File: src/hw/acc_pkg.sv
package acc_pkg;

    // ------------------------------------------------------------
    // register map, byte offsets on the plain register port
    // ------------------------------------------------------------
    localparam int unsigned ADDR_W = 5;
    localparam int unsigned DATA_W = 8;
    localparam logic [4:0] OFS_CTRL0 = 5'h00; // converter_control_reg0
    localparam logic [4:0] OFS_CHAN = 5'h04; // channel_select_reg
    localparam logic [4:0] OFS_REF = 5'h08; // reference selects
    localparam logic [4:0] OFS_CLKDIV = 5'h0C; // clock_divider_code
    localparam logic [4:0] OFS_FLAG = 5'h10; // peripheral_flag_reg
    localparam logic [4:0] OFS_IRQEN = 5'h14; // enables of the interrupt path
    localparam logic [4:0] OFS_STAT = 5'h18; // read-only state

    // ------------------------------------------------------------
    // field positions
    // ------------------------------------------------------------
    localparam int unsigned CTL_ON = 7;
    localparam int unsigned CTL_CONTINUOUS_MODE = 6;
    localparam int unsigned CTL_CS = 4;
    localparam int unsigned CTL_GO = 0;
    localparam int unsigned REF_NEG = 4;
    localparam int unsigned IEN_CONV = 0;
    localparam int unsigned IEN_PERI = 1;
    localparam int unsigned IEN_GLOB = 2;

    // ------------------------------------------------------------
    // reset values and codes
    // ------------------------------------------------------------
    localparam logic [7:0] RST_BYTE = 8'h00;
    localparam logic [5:0] CH_FVR2 = 6'h3F;
    localparam logic [5:0] CH_FVR1 = 6'h3E;
    localparam logic [5:0] CH_DAC = 6'h3D;
    localparam logic [5:0] CH_TEMP = 6'h3C;
    localparam logic [5:0] CH_AGND = 6'h3B;
    localparam logic [5:0] CH_HOLE = 6'h03;
    localparam logic [5:0] CH_LAST_PIN = 6'h17;
    localparam logic [2:0] POS_REF_SELECT_PIN = 3'h0;
    localparam logic [2:0] POS_REF_SELECT_VDD = 3'h1;
    localparam logic [2:0] POS_REF_SELECT_F1X = 3'h2;
    localparam logic [2:0] POS_REF_SELECT_F2X = 3'h3;
    localparam logic [2:0] POS_REF_SELECT_F4X = 3'h4;

    // ------------------------------------------------------------
    // types
    // ------------------------------------------------------------
    typedef enum logic [2:0] {
        ACC_SRC_NONE = 3'h0,
        ACC_SRC_PORTA = 3'h1,
        ACC_SRC_PORTB = 3'h2,
        ACC_SRC_PORTC = 3'h3,
        ACC_SRC_INT = 3'h4
    } acc_src_e;

    typedef enum logic [2:0] {
        ACC_POS_REF_SELECT_PIN = 3'h0,
        ACC_POS_REF_SELECT_VDD = 3'h1,
        ACC_POS_REF_SELECT_F1X = 3'h2,
        ACC_POS_REF_SELECT_F2X = 3'h3,
        ACC_POS_REF_SELECT_F4X = 3'h4
    } acc_pos_ref_select_e;

    // analog multiplexer select; idx is pin number or internal 0..4
    typedef struct packed {
        acc_src_e src;
        logic [2:0] idx;
    } acc_mux_s;

    // reference select toward the core
    typedef struct packed {
        acc_pos_ref_select_e pos;
        logic neg_pin;
    } acc_ref_s;

endpackage

File: src/hw/acc_clkdiv.sv
`timescale 1ns/1ps
`default_nettype none

module acc_clkdiv
    import acc_pkg::*;
(
    // clock and reset
    input wire logic i_mclk,
    input wire logic i_rst,
    // control
    input wire logic [5:0] i_div_code,
    input wire logic i_src_rc,
    input wire logic i_rc_edge,
    // conversion clock
    output logic o_tick,
    output logic o_conv_clk
);

    logic [6:0] cnt_q;
    logic [5:0] code_q;
    logic src_q;
    logic restart;

    // -------------------------------------------------------------
    // restart on any change of code or source
    // -------------------------------------------------------------
    // restart on change
    assign restart = (code_q != i_div_code) || (src_q != i_src_rc);

    // track the settings last seen
    always_ff @(posedge i_mclk or posedge i_rst)
    begin
        if (i_rst)
        begin
            code_q <= 6'h00;
            src_q <= 1'b0;
        end
        else
        begin
            code_q <= i_div_code;
            src_q <= i_src_rc;
        end
    end

    // half-period counter, toggles every code+1 cycles
    // divide by two times code+1
    always_ff @(posedge i_mclk or posedge i_rst)
    begin
        if (i_rst)
        begin
            cnt_q <= 7'h00;
            o_conv_clk <= 1'b0;
            o_tick <= 1'b0;
        end
        else if (restart)
        begin
            cnt_q <= 7'h00;
            o_conv_clk <= 1'b0;
            o_tick <= 1'b0;
        end
        else if (i_src_rc)
        begin
            cnt_q <= 7'h00;
            o_conv_clk <= i_rc_edge;
            o_tick <= i_rc_edge;
        end
        else if (cnt_q == {1'b0, i_div_code})
        begin
            cnt_q <= 7'h00;
            o_conv_clk <= ~o_conv_clk;
            o_tick <= ~o_conv_clk;
        end
        else
        begin
            cnt_q <= cnt_q + 7'h01;
            o_tick <= 1'b0;
        end
    end

endmodule

`default_nettype wire

File: src/hw/acc_ctrl.sv
`timescale 1ns/1ps
`default_nettype none

module acc_ctrl
    import acc_pkg::*;
(
    // clock and reset
    input wire logic i_mclk,
    input wire logic i_rst,
    // register port
    input wire logic [ADDR_W-1:0] i_addr,
    input wire logic [DATA_W-1:0] i_wdata,
    input wire logic i_wr,
    input wire logic i_rd,
    output logic [DATA_W-1:0] o_rdata,
    // asynchronous inputs
    input wire logic i_rc_osc,
    input wire logic i_ext_trig,
    input wire logic i_core_done,
    // core power state, same clock
    input wire logic i_sleep,
    // toward the converter core
    output acc_mux_s o_mux,
    output acc_ref_s o_ref,
    output logic o_core_on,
    output logic o_conv_run,
    output logic o_conv_clk,
    output logic o_conv_tick,
    // toward the processor core
    output logic o_irq,
    output logic o_wake,
    output logic o_resume_inline
);

    // -------------------------------------------------------------
    // declarations
    // -------------------------------------------------------------
    typedef enum logic [2:0] {
        ST_IDLE = 3'b001,
        ST_WAIT = 3'b010,
        ST_CONV = 3'b100
    } acc_state_e;

    acc_state_e state_q;
    logic on_q, continuous_mode_q, cs_q, go_q;
    logic [5:0] chan_q, div_q;
    logic [2:0] pos_ref_select_q;
    logic neg_ref_select_q;
    logic flag_q;
    logic [2:0] ien_q;
    logic off_q;
    logic [2:0] sync1_q, sync2_q, prev_q;
    logic rc_edge, trig_edge, done_ev;
    logic tick, conv_clk;
    logic may_run, apply;
    logic wr_ctrl, wr_flag_clr;

    // -------------------------------------------------------------
    // channel decode
    // -------------------------------------------------------------
    function automatic acc_mux_s chan_decode(input logic [5:0] code);
        acc_mux_s m;
        m.src = ACC_SRC_NONE;
        m.idx = code[2:0];
        if (code <= CH_LAST_PIN && code != CH_HOLE)
        begin
            unique case (code[4:3])
                2'b00: m.src = ACC_SRC_PORTA;
                2'b01: m.src = ACC_SRC_PORTB;
                default: m.src = ACC_SRC_PORTC;
            endcase
        end
        else if (code >= CH_AGND)
        begin
            // internal sources, idx 0 ground .. 4 second ref
            m.src = ACC_SRC_INT;
            m.idx = 3'(code - CH_AGND);
        end
        else
        begin
            m.src = ACC_SRC_NONE;
            m.idx = 3'h0;
        end
        return m;
    endfunction

    // reference decode, unused codes fall back to supply
    function automatic acc_ref_s ref_decode(input logic [2:0] p, input logic n);
        acc_ref_s r;
        r.neg_pin = n;
        unique case (p)
            POS_REF_SELECT_PIN: r.pos = ACC_POS_REF_SELECT_PIN;
            POS_REF_SELECT_F1X: r.pos = ACC_POS_REF_SELECT_F1X;
            POS_REF_SELECT_F2X: r.pos = ACC_POS_REF_SELECT_F2X;
            POS_REF_SELECT_F4X: r.pos = ACC_POS_REF_SELECT_F4X;
            default: r.pos = ACC_POS_REF_SELECT_VDD;
        endcase
        return r;
    endfunction

    // -------------------------------------------------------------
    // input synchronisers and edge detect
    // -------------------------------------------------------------
    always_ff @(posedge i_mclk or posedge i_rst)
    begin
        if (i_rst)
        begin
            sync1_q <= 3'h0;
            sync2_q <= 3'h0;
            prev_q <= 3'h0;
        end
        else
        begin
            sync1_q <= {i_core_done, i_ext_trig, i_rc_osc};
            sync2_q <= sync1_q;
            prev_q <= sync2_q;
        end
    end

    assign rc_edge = sync2_q[0] & ~prev_q[0];
    assign trig_edge = sync2_q[1] & ~prev_q[1];
    assign done_ev = sync2_q[2] & ~prev_q[2] & (state_q == ST_CONV);

    // -------------------------------------------------------------
    // conversion clock divider
    // -------------------------------------------------------------
    acc_clkdiv u_div (
        .i_mclk(i_mclk),
        .i_rst(i_rst),
        .i_div_code(div_q),
        .i_src_rc(cs_q),
        .i_rc_edge(rc_edge),
        .o_tick(tick),
        .o_conv_clk(conv_clk)
    );

    // -------------------------------------------------------------
    // register writes
    // -------------------------------------------------------------
    assign wr_ctrl = i_wr && (i_addr == OFS_CTRL0);
    assign wr_flag_clr = i_wr && (i_addr == OFS_FLAG) && i_wdata[0];

    // configuration fields
    always_ff @(posedge i_mclk or posedge i_rst)
    begin
        if (i_rst)
        begin
            on_q <= 1'b0;
            continuous_mode_q <= 1'b0;
            cs_q <= 1'b0;
            chan_q <= 6'h00;
            div_q <= 6'h00;
            pos_ref_select_q <= 3'h0;
            neg_ref_select_q <= 1'b0;
            ien_q <= 3'h0;
        end
        else if (i_wr)
        begin
            unique case (i_addr)
                OFS_CTRL0:
                begin
                    on_q <= i_wdata[CTL_ON];
                    continuous_mode_q <= i_wdata[CTL_CONTINUOUS_MODE];
                    cs_q <= i_wdata[CTL_CS];
                end
                OFS_CHAN: chan_q <= i_wdata[5:0];
                OFS_REF:
                begin
                    pos_ref_select_q <= i_wdata[2:0];
                    neg_ref_select_q <= i_wdata[REF_NEG];
                end
                OFS_CLKDIV: div_q <= i_wdata[5:0];
                OFS_IRQEN: ien_q <= i_wdata[2:0];
                default: ien_q <= ien_q;
            endcase
        end
    end

    // -------------------------------------------------------------
    // start bit
    // -------------------------------------------------------------
    always_ff @(posedge i_mclk or posedge i_rst)
    begin
        if (i_rst)
            go_q <= 1'b0;
        else if (!on_q || (wr_ctrl && !i_wdata[CTL_ON]))
            go_q <= 1'b0;
        else if (trig_edge || (wr_ctrl && i_wdata[CTL_GO]))
            go_q <= 1'b1;
        else if (wr_ctrl)
            go_q <= 1'b0;
        else if (done_ev && !continuous_mode_q)
            go_q <= 1'b0;
    end

    // -------------------------------------------------------------
    // conversion sequencer
    // -------------------------------------------------------------
    // sleep runs only on rc; other triggers wait for wake
    assign may_run = on_q && go_q && !off_q && (!i_sleep || cs_q);

    always_ff @(posedge i_mclk or posedge i_rst)
    begin
        if (i_rst)
            state_q <= ST_IDLE;
        else
        begin
            unique case (state_q)
                ST_IDLE:
                    // rc source waits one conversion clock first
                    if (may_run)
                        state_q <= cs_q ? ST_WAIT : ST_CONV;
                ST_WAIT:
                    if (!may_run)
                        state_q <= ST_IDLE;
                    else if (tick)
                        state_q <= ST_CONV;
                ST_CONV:
                    if (done_ev || !may_run)
                        state_q <= ST_IDLE;
                default: state_q <= ST_IDLE;
            endcase
        end
    end

    // core shut off after a sleep conversion with no interrupt
    always_ff @(posedge i_mclk or posedge i_rst)
    begin
        if (i_rst)
            off_q <= 1'b0;
        else if (!i_sleep || !on_q)
            off_q <= 1'b0;
        else if (done_ev && !ien_q[IEN_CONV])
            off_q <= 1'b1;
    end

    // -------------------------------------------------------------
    // done flag
    // -------------------------------------------------------------
    always_ff @(posedge i_mclk or posedge i_rst)
    begin
        if (i_rst)
            flag_q <= 1'b0;
        // set on every completion, set beats clear
        else if (done_ev)
            flag_q <= 1'b1;
        else if (wr_flag_clr)
            flag_q <= 1'b0;
    end

    // -------------------------------------------------------------
    // outputs toward the core
    // -------------------------------------------------------------
    // with rc source, settings apply on its edges only
    assign apply = !cs_q || tick;

    always_ff @(posedge i_mclk or posedge i_rst)
    begin
        if (i_rst)
        begin
            o_mux <= '0;
            o_ref <= '0;
        end
        else if (apply)
        begin
            o_mux <= chan_decode(chan_q);
            o_ref <= ref_decode(pos_ref_select_q, neg_ref_select_q);
        end
    end

    // run and clock outputs
    always_ff @(posedge i_mclk or posedge i_rst)
    begin
        if (i_rst)
        begin
            o_core_on <= 1'b0;
            o_conv_run <= 1'b0;
            o_conv_clk <= 1'b0;
            o_conv_tick <= 1'b0;
        end
        else
        begin
            o_core_on <= on_q && !off_q;
            o_conv_run <= (state_q == ST_CONV) && may_run;
            o_conv_clk <= conv_clk;
            o_conv_tick <= tick;
        end
    end

    // interrupt and wake
    always_ff @(posedge i_mclk or posedge i_rst)
    begin
        if (i_rst)
        begin
            o_irq <= 1'b0;
            o_wake <= 1'b0;
            o_resume_inline <= 1'b0;
        end
        else
        begin
            o_irq <= flag_q && ien_q[IEN_CONV];
            o_wake <= flag_q && ien_q[IEN_CONV] && i_sleep;
            o_resume_inline <= flag_q && ien_q[IEN_CONV] && ien_q[IEN_PERI]
                && !ien_q[IEN_GLOB] && i_sleep;
        end
    end

    // -------------------------------------------------------------
    // register reads, data in the following cycle
    // -------------------------------------------------------------
    always_ff @(posedge i_mclk or posedge i_rst)
    begin
        if (i_rst)
            o_rdata <= RST_BYTE;
        else if (i_rd)
        begin
            unique case (i_addr)
                OFS_CTRL0: o_rdata <= {on_q, continuous_mode_q, 1'b0, cs_q, 3'h0, go_q};
                OFS_CHAN: o_rdata <= {2'h0, chan_q};
                OFS_REF: o_rdata <= {3'h0, neg_ref_select_q, 1'b0, pos_ref_select_q};
                OFS_CLKDIV: o_rdata <= {2'h0, div_q};
                OFS_FLAG: o_rdata <= {7'h00, flag_q};
                OFS_IRQEN: o_rdata <= {5'h00, ien_q};
                OFS_STAT: o_rdata <= {3'h0, off_q, 1'b0, state_q};
                default: o_rdata <= RST_BYTE;
            endcase
        end
        else
            o_rdata <= RST_BYTE;
    end

    // -------------------------------------------------------------
    // checks
    // -------------------------------------------------------------
    logic [7:0] gap_q;
    logic [5:0] div_seen_q;
    logic cs_seen_q, per_ok_q;
    always_ff @(posedge i_mclk or posedge i_rst)
    begin
        if (i_rst)
            gap_q <= 8'h00;
        else if (tick || cs_q)
            gap_q <= 8'h01;
        else
            gap_q <= gap_q + 8'h01;
    end

    // a period counts only between two ticks of one setting, as the divider restarts
    always_ff @(posedge i_mclk or posedge i_rst)
    begin
        if (i_rst)
        begin
            div_seen_q <= 6'h00;
            cs_seen_q <= 1'b0;
            per_ok_q <= 1'b0;
        end
        else
        begin
            div_seen_q <= div_q;
            cs_seen_q <= cs_q;
            if ((div_seen_q != div_q) || (cs_seen_q != cs_q) || cs_q)
                per_ok_q <= 1'b0;
            else if (tick)
                per_ok_q <= 1'b1;
        end
    end
endmodule

`default_nettype wire

File: config.mk
export PLATFORM = sky130hd
export DESIGN_NAME = acc_ctrl
export DESIGN_NICKNAME = d
export VERILOG_FILES = /design/src/hw/acc_pkg.sv /design/src/hw/acc_clkdiv.sv /design/src/hw/acc_ctrl.sv
export SDC_FILE = /design/constraint.sdc
export NUM_CORES = 1
export LEC_CHECK = 0
export BUFFER_PORTS_ARGS = -buffer_cell sky130_fd_sc_hd__buf_2
export CAP_MARGIN = 30
export CORE_MARGIN = 2
export CORE_UTILIZATION = 55
export CTS_CLUSTER_SIZE = 14
export DETAILED_ROUTE_END_ITERATION = 8
export PLACE_DENSITY_LB_ADDON = 0.08
export SETUP_SLACK_MARGIN = 0.3
export SYNTH_ARGS = -nofsm -noshare
export SYNTH_HDL_FRONTEND = slang
export SYNTH_SLANG_ARGS = --single-unit
export TNS_END_PERCENT = 50
File: constraint.sdc
create_clock -name i_mclk -period 4.1 [get_ports i_mclk]
set_input_delay 0.205 -clock i_mclk [delete_from_list [all_inputs] [get_ports i_mclk]]
set_output_delay 0.205 -clock i_mclk [all_outputs]
set_load 0.01 [all_outputs]
# After elaboration in Yosys (flattened, before gate mapping)
# Cells that the tools add are included.
# op_classes
add_sub_neg	2
magnitude_cmp	2
eq_ne	20
muxes	30
n_bitwise	8
reduce_logical	47
# ops
cell	n
$pmux 8 s7	1
$mux 3	7
$mux 7	3
$logic_and 1x1->1	18
$eq 5x5->1 const B	3
$mux 1	14
$pmux 3 s4	1
$eq 5x4->1 const B	2
$reduce_and 2->1	5
$eq 3x2->1 const B	3
$logic_not 1->1	9
$pmux 3 s3	1
$mux 8	1
$add 7x1->7 const B	1
$eq 7x6->1	1
$logic_or 1x1->1	7
$eq 3x3->1 const B	2
$ge 6x6->1 const B	1
$le 6x5->1 const B	1
$mux 6	1
$ne 6x2->1 const B	1
$ne 6x6->1	1
$eq 5x3->1 const B	1
$logic_not 5->1	1
other kinds (16)	23
# word_totals
ff_bits	78
output_inout_bits	25

# Logic depth before layout (Yosys ltp)
# Gate-level depths: netlist of run 1.
# logic_depth
depth_word	8
mapped_depth	6

# Modules after synthesis
# A second synthesis of run 1 with hierarchy kept.
# unflattened
cells_unflattened	270
area_unflattened_um2	3358.2
# modules_own_cells
mod	n_inst	cells_per_inst	area_per_inst_um2	seq_area_each_um2
acc_ctrl	1	209	2641.3	1552.7
acc_clkdiv	1	61	716.9	400.4

# Least setup slack after synthesis of run 1
# No wires, ideal clock.
# synth_path
kind	input to register
from	in i_addr[1]
to	reg div_q[0]
t_arrival_ns	1.300
t_required_ns	3.975
setup_slack_ns	2.675
path_stages	3
n_path_buf	0
cell_sequence	or3b_4 -> nor2_1 -> mux2_2
# synth_between
elab_chain_cells	2
# synth_rtl
element	line	rtl
start: declaration	acc_ctrl.sv:11	input wire logic [ADDR_W-1:0] i_addr,
$eq 5x4->1	acc_ctrl.sv:159	unique case (i_addr)
$reduce_and 2->1 (no source line)	-	
end signal: assignment	acc_ctrl.sv:172	OFS_CLKDIV: div_q <= i_wdata[5:0];
end: declaration	acc_ctrl.sv:46	logic [5:0] chan_q, div_q;
# Every way passes these cells.
# A chain may end at the register's enable or synchronous reset.

# Worst setup path in the final report of run 1
# layout_path
from	reg div_q[2]
to	reg u_div.cnt_q[0]
# layout_between
elab_chain_cells	4
# layout_rtl
element	line	rtl
$eq 7x6->1	acc_clkdiv.sv:67	else if (cnt_q == {1'b0, i_div_code})
$mux 7	acc_clkdiv.sv:67	
$mux 7	acc_clkdiv.sv:61	else if (i_src_rc)
$mux 7 *	acc_clkdiv.sv:55	else if (restart)
end signal: assignment	acc_clkdiv.sv:75	cnt_q <= cnt_q + 7'h01;
end: declaration	acc_clkdiv.sv:19	logic [6:0] cnt_q;
# Every way passes the cells marked *; elsewhere a longest branch is shown, timed or not.

==> results.py, run 1 <==
metrics = {
    "global_routing": {
        "grt_pass1_vias": 2106,
        "track_usage_pct": 21.35,
        "grt_max_degree": 40,
        "grt_pass1_wl_um": 10500,
        "grt_overflow": 0,
        "antenna_found_initial": 0,
    },
    "sta": {
        "worst_pin_slew_ns": 0.5811,
        "grt_setup_unrepaired": "false",
        "post-route-period-util_pct": 42.87,
        "fin_crit_ns": 1.757,
        "clock_skew_ns": 0.009721,
        "fmax_mhz": 569.0,
        "drv_slew": 0,
        "relSlewSlack_pct": 61.05,
        "fin_setup_tns_ns": 0,
        "setup_viol": 0,
        "hold_viol": 0,
    },
    "setup_path": {
        "end_kind": "flop",
        "worst_ep_arrival_time_ns": 2.00,
        "critPathLaunchType": "flop",
        "crit_fanout": 9,
        "worstPathRequired_ns": 4.34,
        "crit_type": "flop to flop",
    },
    "clocking": {
        "cts-root-buf": "clkbuf_8",
        "htreeDepth": 3,
        "cts_resized": 0,
        "cts_inserted_buffers": 9,
        "cts_tree": "built",
        "insertion_delay_ns": 0.34,
        "clock-sinks": 78,
        "cts_hold_repair.buffers": 4,
        "post-cts-setup-buffers": 0,
        "cts.clk_slew.worst_paths_ns": 0.08,
        "cts.path.max_buffers": 2,
    },
    "floorplanning": {
        "dieArea_um2": 6598,
        "die_width_um": 81.23,
        "initial_core_util_pct": 56.07,
        "fp-row-count": 28,
        "die_h_um": 81.23,
        "design.core.area_um2": 5851,
        "io_pins": 46,
    },
    "routing": {
        "via_count": 2221,
        "dr.pass1.iters": 4,
        "postRouteWirelength_um": 6343,
        "vias_per_cell": 5.525,
        "ant_nets": 0,
        "drc": 0,
        "first_iter_violations": 139,
        "drt-wirelength-per-cell_um": 15.78,
    },
    "final_layout": {
        "layout_commonest_cell": "dfrtp_1",
        "mostFrequentLayoutCells": "77 x dfrtp_1, 45 x buf_2, 26 x mux2_2",
        "layout.nets": 345,
        "drive_gt1_share_pct": 29.66,
        "n_antenna_cell": 0,
        "finalInstanceArea_um2": 3810,
        "area_delta_synth_final_pct": 16.13,
        "multiInputGateArea_um2": 1272,
        "regArea_um2": 1953,
        "n_fill_cell": 463,
    },
    "pwr": {
        "p_leak_uw": 0.001837,
        "power.density_nw_per_um2": 461.0,
        "ir_drop_mv": 0.2555,
    },
    "status": {
        "status": "completed",
    },
    "synth": {
        "synthCells": 267,
        "syn_area_um2": 3281,
        "ys_ff_latch": 78,
        "synth_edf_count": 0,
        "syn_nets": 290,
        "async_reset_ff_share_pct": 100.0,
        "ys_seq_area_share_pct": 59.53,
        "synth_ff_type": "dfrtp_1",
        "synth_cell_types": 50,
        "yosysWarnings": 0,
        "avgSynthCellArea_um2": 12.29,
    },
    "placed_design": {
        "place_area_um2": 3602,
        "hpwl_um": 4506,
        "port_buffers": 45,
        "place.gp.congestion": 0.8132,
    },
    "worst_hold_path": {
        "hold_class": "input pin to flop",
    },
    "flow_run": {
        "max_cap_viol_count": 0,
    },
}
## per-stage QoR
stage	cells	util, %	setup slack [ns]	hold slack (ns)	total power, uW
2_1_floorplan	267	-	1.902	0.2364	1165
3_3_place_gp	380	61.10	2.134	0.3131	1259
3_5_place_dp	382	61.57	2.249	0.1927	1275
4_1_cts	402	65.12	2.316	0.09062	1774
5_1_grt	402	65.12	2.206	0.08725	1858
6_report	402	65.12	2.343	0.1023	1756
## sequential cells by signal, summed over array words and instances (netlist names), 3 cells and up
signal,cells
chan_q,6
o_mux,6
ien_q,3
prev_q,3
u_div.cnt_q,7
u_div.code_q,6
pos_ref_select_q,3
sync1_q,3
o_rdata,8
o_ref,4
sync2_q,3
state_q,3
div_q,6
## Yosys cell counts (all sizes together) (2+ instances only)
cell | instances | area share [%]
nor2b | 6 | 1.1
a31oi | 5 | 0.95
a21oi | 6 | 0.92
a32oi | 2 | 0.53
clkbuf | 4 | 0.46
nand3 | 8 | 1.2
nor3 | 13 | 2.3
ha | 2 | 0.76
nor4 | 2 | 0.38
xnor2 | 7 | 1.9
o2111ai | 2 | 0.53
mux2i | 4 | 1.2
and3 | 3 | 0.57
mux2 | 26 | 8.9
inv | 6 | 0.69
xor2 | 12 | 3.2
buf | 4 | 0.53
o21ai | 11 | 1.7
nor3b | 4 | 1.1
nand2b | 3 | 0.57
and2 | 2 | 0.38
and4 | 3 | 0.80
or3 | 2 | 0.38
nand4 | 3 | 0.57
nand2 | 20 | 2.4
dfrtp | 77 | 59
nor2 | 11 | 1.3
## worst paths after layout
kind	from	endpoint	slack, ns	cells past startpoint
setup / recovery	div_q[2]	u_div.cnt_q[0]	2.34	4
hold / removal	i_wdata[6]	continuous_mode_q	0.10	2
hold reg to reg	sync1_q[1]	sync2_q[1]	0.35	0
setup reg to reg	div_q[2]	u_div.cnt_q[0]	2.34	4
min in group asynchronous	i_rst	o_conv_clk	0.37	3
max in group asynchronous	i_rst	state_q[0]	3.05	4
## cells by family (layout without fill, tap and decap cells)
group | after synthesis | count (layout) | synth area share, %
xor+xnor | 19 | 19 | 5.072
fa+ha+maj | 2 | 2 | 0.7627
simple gates | 85 | 85 | 14.45
buf+inv | 14 | 74 | 1.678
mux | 31 | 31 | 10.83
flops | 78 | 78 | 59.53
compound gates | 38 | 38 | 7.667
## layer usage
metal	up-vias	wire (um)	share of wire, %	track usage, %
li1	1067	-	-	-
met1	1100	3057	48	29.64
met2	49	2975	47	32.31
met3	5	253	4.0	5.667
met4	0	57	0.90	7.966
met5	-	0	0	0
## critical path, stage by stage (launching register included)
cell and delay [ns]:
dfrtp_1 0.45, xor2_1 0.19, nor4_1 0.33, nand4_1 0.38, nor3_1 0.31
## power breakdown
part	switching [uW]	total, uW	internal [uW]
clock	264	498	234
combinational	149	296	147
sequential	92.3	962	870
total	505	1760	1250
## final cells by class
cell class | count | share of cell area [%]
Inverter | 6 | 0.5911
Clock buffer | 12 | 3.810
Timing Repair Buffer | 52 | 7.882
Multi-Input combinational cell | 175 | 33.40
Tap cell | 75 | 2.463
Sequential cell | 78 | 51.26
Clock inverter | 4 | 0.5911
Power figures use the tool's default switching activity.
==> inputs of run 2 (changes only) <==
- clock period: 4.1 -> 1.62 ns (I/O delays scaled with it)
==> run 2 against run 1 <==
  * Sequential share of layout area fell by 5.7 points
  * Largest cell class unchanged
  * The flow now finishes with violations (negative setup slack)
  * Sequential power rose to 2.5 times the previous value
  * Combinational power rose to 3.9 times the previous value
  * Core utilization is 8.3 points higher
  * Clock-buffer cell count down 1
  * Die area is the same
  * Cell count increased by 7.0%
  * Setup slack lost 2.4 ns
==> results.py, run 2 (synthesis results as in run 1) <==
metrics = {
    "status": {
        "status": "finished, violations left",
        "violations": "negative setup slack",
    },
    "clocking": {
        "cts.path.max_buffers": 2,
        "insertion_delay_ns": 0.34,
        "cts-root-buf": "clkbuf_8",
        "cts_inserted_buffers": 9,
        "cts.clk_slew.worst_paths_ns": 0.08,
        "cts_tree": "built",
        "htreeDepth": 3,
        "clock-sinks": 78,
    },
    "placed_design": {
        "place.gp.congestion": 0.8405,
        "place_area_um2": 3696,
        "port_buffers": 45,
        "hpwl_um": 4667,
    },
    "final_layout": {
        "layout.nets": 373,
        "top_regs": "o_rdata x8, u_div.cnt_q x7",
        "n_fill_cell": 388,
        "final_core_util_pct": 73.44,
        "mostFrequentLayoutCells": "73 x dfrtp_1, 45 x buf_2, 26 x mux2_2",
        "regMostFlops": "o_rdata",
        "multiInputGateArea_um2": 1483,
        "finalInstanceArea_um2": 4297,
        "n_antenna_cell": 0,
        "drive_gt1_share_pct": 42.82,
        "largest_register_ffs": 8,
        "regArea_um2": 1958,
        "area_delta_synth_final_pct": 30.97,
        "layout_commonest_cell": "dfrtp_1",
    },
    "sta": {
        "fin_crit_ns": 1.648,
        "drv_slew": 0,
        "fin_setup_tns_ns": -0.05706,
        "worst_pin_slew_ns": 0.3988,
        "grt_setup_unrepaired": "true",
        "setup_ws_ns": -0.02763,
        "clock_skew_ns": 0.008657,
        "hold-worst-slack_ns": 0.03968,
        "fmax_mhz": 606.9,
        "setup_viol": 3,
        "hold_viol": 0,
        "post-route-period-util_pct": 101.7,
        "relSlewSlack_pct": 73.41,
    },
    "routing": {
        "drt-wirelength-per-cell_um": 16.97,
        "drc": 0,
        "via_count": 2421,
        "first_iter_violations": 178,
        "vias_per_cell": 5.630,
        "postRouteWirelength_um": 7297,
        "ant_nets": 0,
        "dr.pass1.iters": 4,
    },
    "floorplanning": {
        "initial_core_util_pct": 56.07,
        "design.core.area_um2": 5851,
        "die_width_um": 81.23,
        "io_pins": 46,
        "dieArea_um2": 6598,
        "fp-row-count": 28,
        "die_h_um": 81.23,
    },
    "setup_path": {
        "worstPathRequired_ns": 1.88,
        "critPathLaunchType": "flop",
        "end_kind": "flop",
        "slowest_delay_ns": 0.45,
        "crit_slowest_cell": "dfrtp_2",
        "crit_fanout": 4,
        "ff2ff_path_depth": 5,
        "worst_ep_arrival_time_ns": 1.91,
        "crit_chain": "xor2_2, nor4_4, nand4_1, buf_6, nor3_2",
        "crit_type": "flop to flop",
        "r2r_slack_ns": -0.03,
    },
    "pwr": {
        "power.density_nw_per_um2": 1186,
        "ir_drop_mv": 0.8510,
        "p_leak_uw": 0.002041,
    },
    "global_routing": {
        "grt_max_degree": 79,
        "antenna_found_initial": 0,
        "grt_pass1_wl_um": 11150,
        "track_usage_pct": 22.88,
        "grt_overflow": 0,
        "grt_pass1_vias": 2309,
    },
    "flow_run": {
        "max_cap_viol_count": 0,
    },
    "worst_hold_path": {
        "hold_depth": 2,
        "hold_class": "input pin to flop",
    },
}
## run 2: cell types whose count changed in the layout (fill, tap and decap cells not counted), sizes merged
| cell | delta |
|---|---|
| dlygate4sd3 | +5 |
| clkbuf | -1 |
| bufinv | +1 |
| a21o | +1 |
| buf | +22 |
| clkinvlp | +3 |
| inv | -1 |
| clkinv | -2 |
## run 2: worst paths after layout
path	start	endpoint
setup / recovery	div_q[3]	u_div.cnt_q[1]
hold / removal	i_wdata[2]	div_q[2]
setup reg to reg	div_q[3]	u_div.cnt_q[1]
hold reg to reg	sync1_q[1]	sync2_q[1]
max in group asynchronous	i_rst	state_q[0]
min in group asynchronous	i_rst	o_mux[5]
## run 2: area by class of cell
class                      instances  area share, %
clock buffer                      11          3.524
clock inverter                     5          1.340
inverter                           6         0.6115
multi-input combinational        176          34.51
sequential                        78          45.57
tap                               75          2.184
timing repair buffer              79          12.26
## run 2: per-stage QoR
step                      setup slack [ns]  std cells  power [uW]
after floorplan                     0.1987        267        2949
after global placement             0.06554        394        3270
after detailed placement           0.05225        394        3303
after CTS                           0.1021        422        4872
after global routing               -0.1791        430        5340
final                             -0.02763        430        5097
## run 2: where the power goes
group          switching, uW  internal [uW]  leakage [uW]
clock network            703            793     0.0000976
logic                    588            575      0.000933
registers                233           2210       0.00101
## run 2: worst max-delay path, delay by kind of cell (launching register included)
| family | cells | cell delay, ns |
|---|---|---|
| buffers and inverters | 1 | 0.21 |
| DFF | 1 | 0.45 |
| xor gates and xnor gates | 1 | 0.17 |
| and+or+nand+nor | 3 | 0.74 |
## run 2: repair_timing
item	4_1_cts	5_1_grt
setup buffers	2	7
setup endpoints to repair	12	21
gates cloned	1	1
hold buffers	9	0
gates resized for setup	6	38
hold endpoints to repair	87	0
pin swaps	2	15
## run 2: per-layer routing
metal	share of wire, %	vias up	GRT usage (%)
met5	0	-	0
met4	2.7	0	8.305
met3	4.1	18	5.889
met2	50	66	36.36
met1	43	1215	30.50
li1	-	1122	-
==> inputs of run 3 (changes only) <==
- CORE_UTILIZATION: 55 -> 30
==> run 3 against run 2 <==
  * Core utilization is 34 points lower
  * The flow now finishes without violations
  * Critical path depth is 1 higher
  * Cell count is 15% higher
  * Sequential share of layout area up 0.61 points
  * Via count is 3.1% lower
  * Largest cell class unchanged
  * Clock-buffer cell count is 1 higher
  * Wire length up 4.5%
  * Global-route usage down 8.6 points
  * Sequential cell count did not move
==> results.py, run 3 (synthesis results as in run 1) <==
metrics = {
    "final_layout": {
        "n_antenna_cell": 0,
        "area_delta_synth_final_pct": 29.25,
        "layout.nets": 371,
        "mostFrequentLayoutCells": "73 x dfrtp_1, 45 x buf_2, 26 x mux2_2",
        "top_regs": "o_rdata x8, u_div.cnt_q x7",
        "regMostFlops": "o_rdata",
        "finalInstanceArea_um2": 4240,
        "final_core_util_pct": 39.46,
        "layout_commonest_cell": "dfrtp_1",
        "largest_register_ffs": 8,
        "drive_gt1_share_pct": 37.39,
    },
    "sta": {
        "hold_viol": 0,
        "clock_skew_ns": 0.01119,
        "worst_pin_slew_ns": 0.6348,
        "drv_slew": 0,
        "setup_viol": 0,
        "fin_crit_ns": 1.535,
        "grt_setup_unrepaired": "true",
        "relSlewSlack_pct": 57.59,
        "post-route-period-util_pct": 94.77,
        "fmax_mhz": 651.4,
    },
    "clocking": {
        "insertion_delay_ns": 0.36,
        "cts.path.max_buffers": 2,
        "cts.clk_slew.worst_paths_ns": 0.09,
        "cts_tree": "built",
        "cts-root-buf": "clkbuf_8",
        "clock-sinks": 78,
        "htreeDepth": 3,
        "cts_inserted_buffers": 9,
    },
    "placed_design": {
        "hpwl_um": 5595,
        "port_buffers": 45,
        "place.gp.congestion": 0.7407,
        "place_area_um2": 3812,
    },
    "status": {
        "status": "completed",
    },
    "routing": {
        "drt-wirelength-per-cell_um": 15.47,
        "dr.pass1.iters": 4,
        "via_count": 2345,
        "postRouteWirelength_um": 7627,
        "first_iter_violations": 49,
        "vias_per_cell": 4.757,
        "ant_nets": 0,
        "drc": 0,
    },
    "setup_path": {
        "worst_ep_arrival_time_ns": 1.77,
        "crit_chain": "buf_4, xor2_1, nor3_1, a21o_2, buf_4, nor3_1",
        "crit_family": "flip-flops",
        "slowest_delay_ns": 0.44,
        "path_buf_inv": 2,
        "worstPathRequired_ns": 1.85,
        "critPathLaunchType": "flop",
        "crit_slowest_cell": "dfrtp_2",
        "crit_fanout": 5,
        "crit_type": "flop to flop",
        "r2r_slack_ns": 0.08,
        "end_kind": "flop",
    },
    "floorplanning": {
        "die_h_um": 108.6,
        "die_width_um": 108.6,
        "initial_core_util_pct": 30.53,
        "dieArea_um2": 11790,
        "io_pins": 46,
        "design.core.area_um2": 10750,
        "fp-row-count": 38,
    },
    "global_routing": {
        "grt_pass1_wl_um": 12560,
        "grt_max_degree": 25,
        "grt_overflow": 0,
        "grt_pass1_vias": 2355,
        "track_usage_pct": 14.25,
        "antenna_found_initial": 0,
    },
    "pwr": {
        "p_leak_uw": 0.001993,
        "power.density_nw_per_um2": 1190,
        "clkPwrFrac_pct": 32.8,
        "ir_drop_mv": 0.3938,
        "switchingPower_uw": 1395,
        "combPwrFrac_pct": 19.1,
        "switching_share_pct": 27.64,
        "p_seq_share_pct": 48.1,
        "p_int_uw": 3651,
    },
    "worst_hold_path": {
        "hold_class": "input pin to flop",
    },
    "flow_run": {
        "max_cap_viol_count": 0,
    },
}
[run 3: cell count changes in the layout (fill, tap and decap cells not counted), sizes merged]
cell      change
clkinvlp      -3
a21o          -1
buf           -1
bufinv        +1
clkbuf        +1
clkinv        +1
[run 3: worst reg2reg max path, stage by stage, from the launching register on]
cell and delay [ns]:
dfrtp_2 0.44, buf_4 0.15, xor2_1 0.15, nor3_1 0.28, a21o_2 0.21, buf_4 0.14, nor3_1 0.05
[run 3: path summary, 6_finish.rpt]
kind | from | end | cells past startpoint
max in group asynchronous | i_rst | o_mux[2] | 4
setup / recovery | div_q[2] | u_div.cnt_q[2] | 6
hold reg to reg | sync1_q[0] | sync2_q[0] | 0
min in group asynchronous | i_rst | neg_ref_select_q | 3
hold / removal | i_wdata[1] | ien_q[1] | 2
setup reg to reg | div_q[2] | u_div.cnt_q[2] | 6
[run 3: per-layer routing]
metal | up-vias | GRT usage, % | share of wire [%]
met5 | - | 0 | 0
met4 | 0 | 4.853 | 1.3
met3 | 9 | 3.858 | 3.7
met2 | 37 | 21.70 | 45
met1 | 1175 | 19.58 | 50
li1 | 1124 | - | -
[run 3: layout make-up]
cell class | instances | area, um^2
clock buffers | 12 | 155.1
flip-flops and latches | 78 | 1958
repair buffers | 78 | 524.3
well taps | 140 | 175.2
inverters | 6 | 26.28
fillers | 1093 | 6505
clock inverters | 4 | 70.07
multi-input cells | 175 | 1331
[run 3: metrics by stage]
step                      hold WS [ns]  worst slack [ns]  setup TNS (ns)  total power, uW  cells
after global routing           0.02974         -0.008045        -0.01651             5367    493
after global placement          0.1886           0.04336               0             3323    462
after floorplan                 0.1124            0.1987               0             2949    267
after CTS                      0.03290            0.1015               0             5065    490
final                          0.03322           0.08475               0             5046    493
after detailed placement        0.1907           0.04887               0             3322    462
[run 3: power by group through the flow]
stage / clock network [uW] / logic [uW] / registers, uW
6_report: 1660 / 963 / 2430
4_1_cts: 1710 / 929 / 2420
3_3_place_gp: 0 / 869 / 2450
5_1_grt: 1820 / 1080 / 2470
3_5_place_dp: 0 / 862 / 2460
2_1_floorplan: 0 / 507 / 2440
[run 3: what timing repair did]
item / 4_1_cts / 5_1_grt
hold endpoints to repair: 30 / 0
pin swaps: 2 / 5
gates resized for setup: 6 / 10
setup buffers: 3 / 3
setup endpoints to repair: 12 / 20
hold buffers: 9 / 0
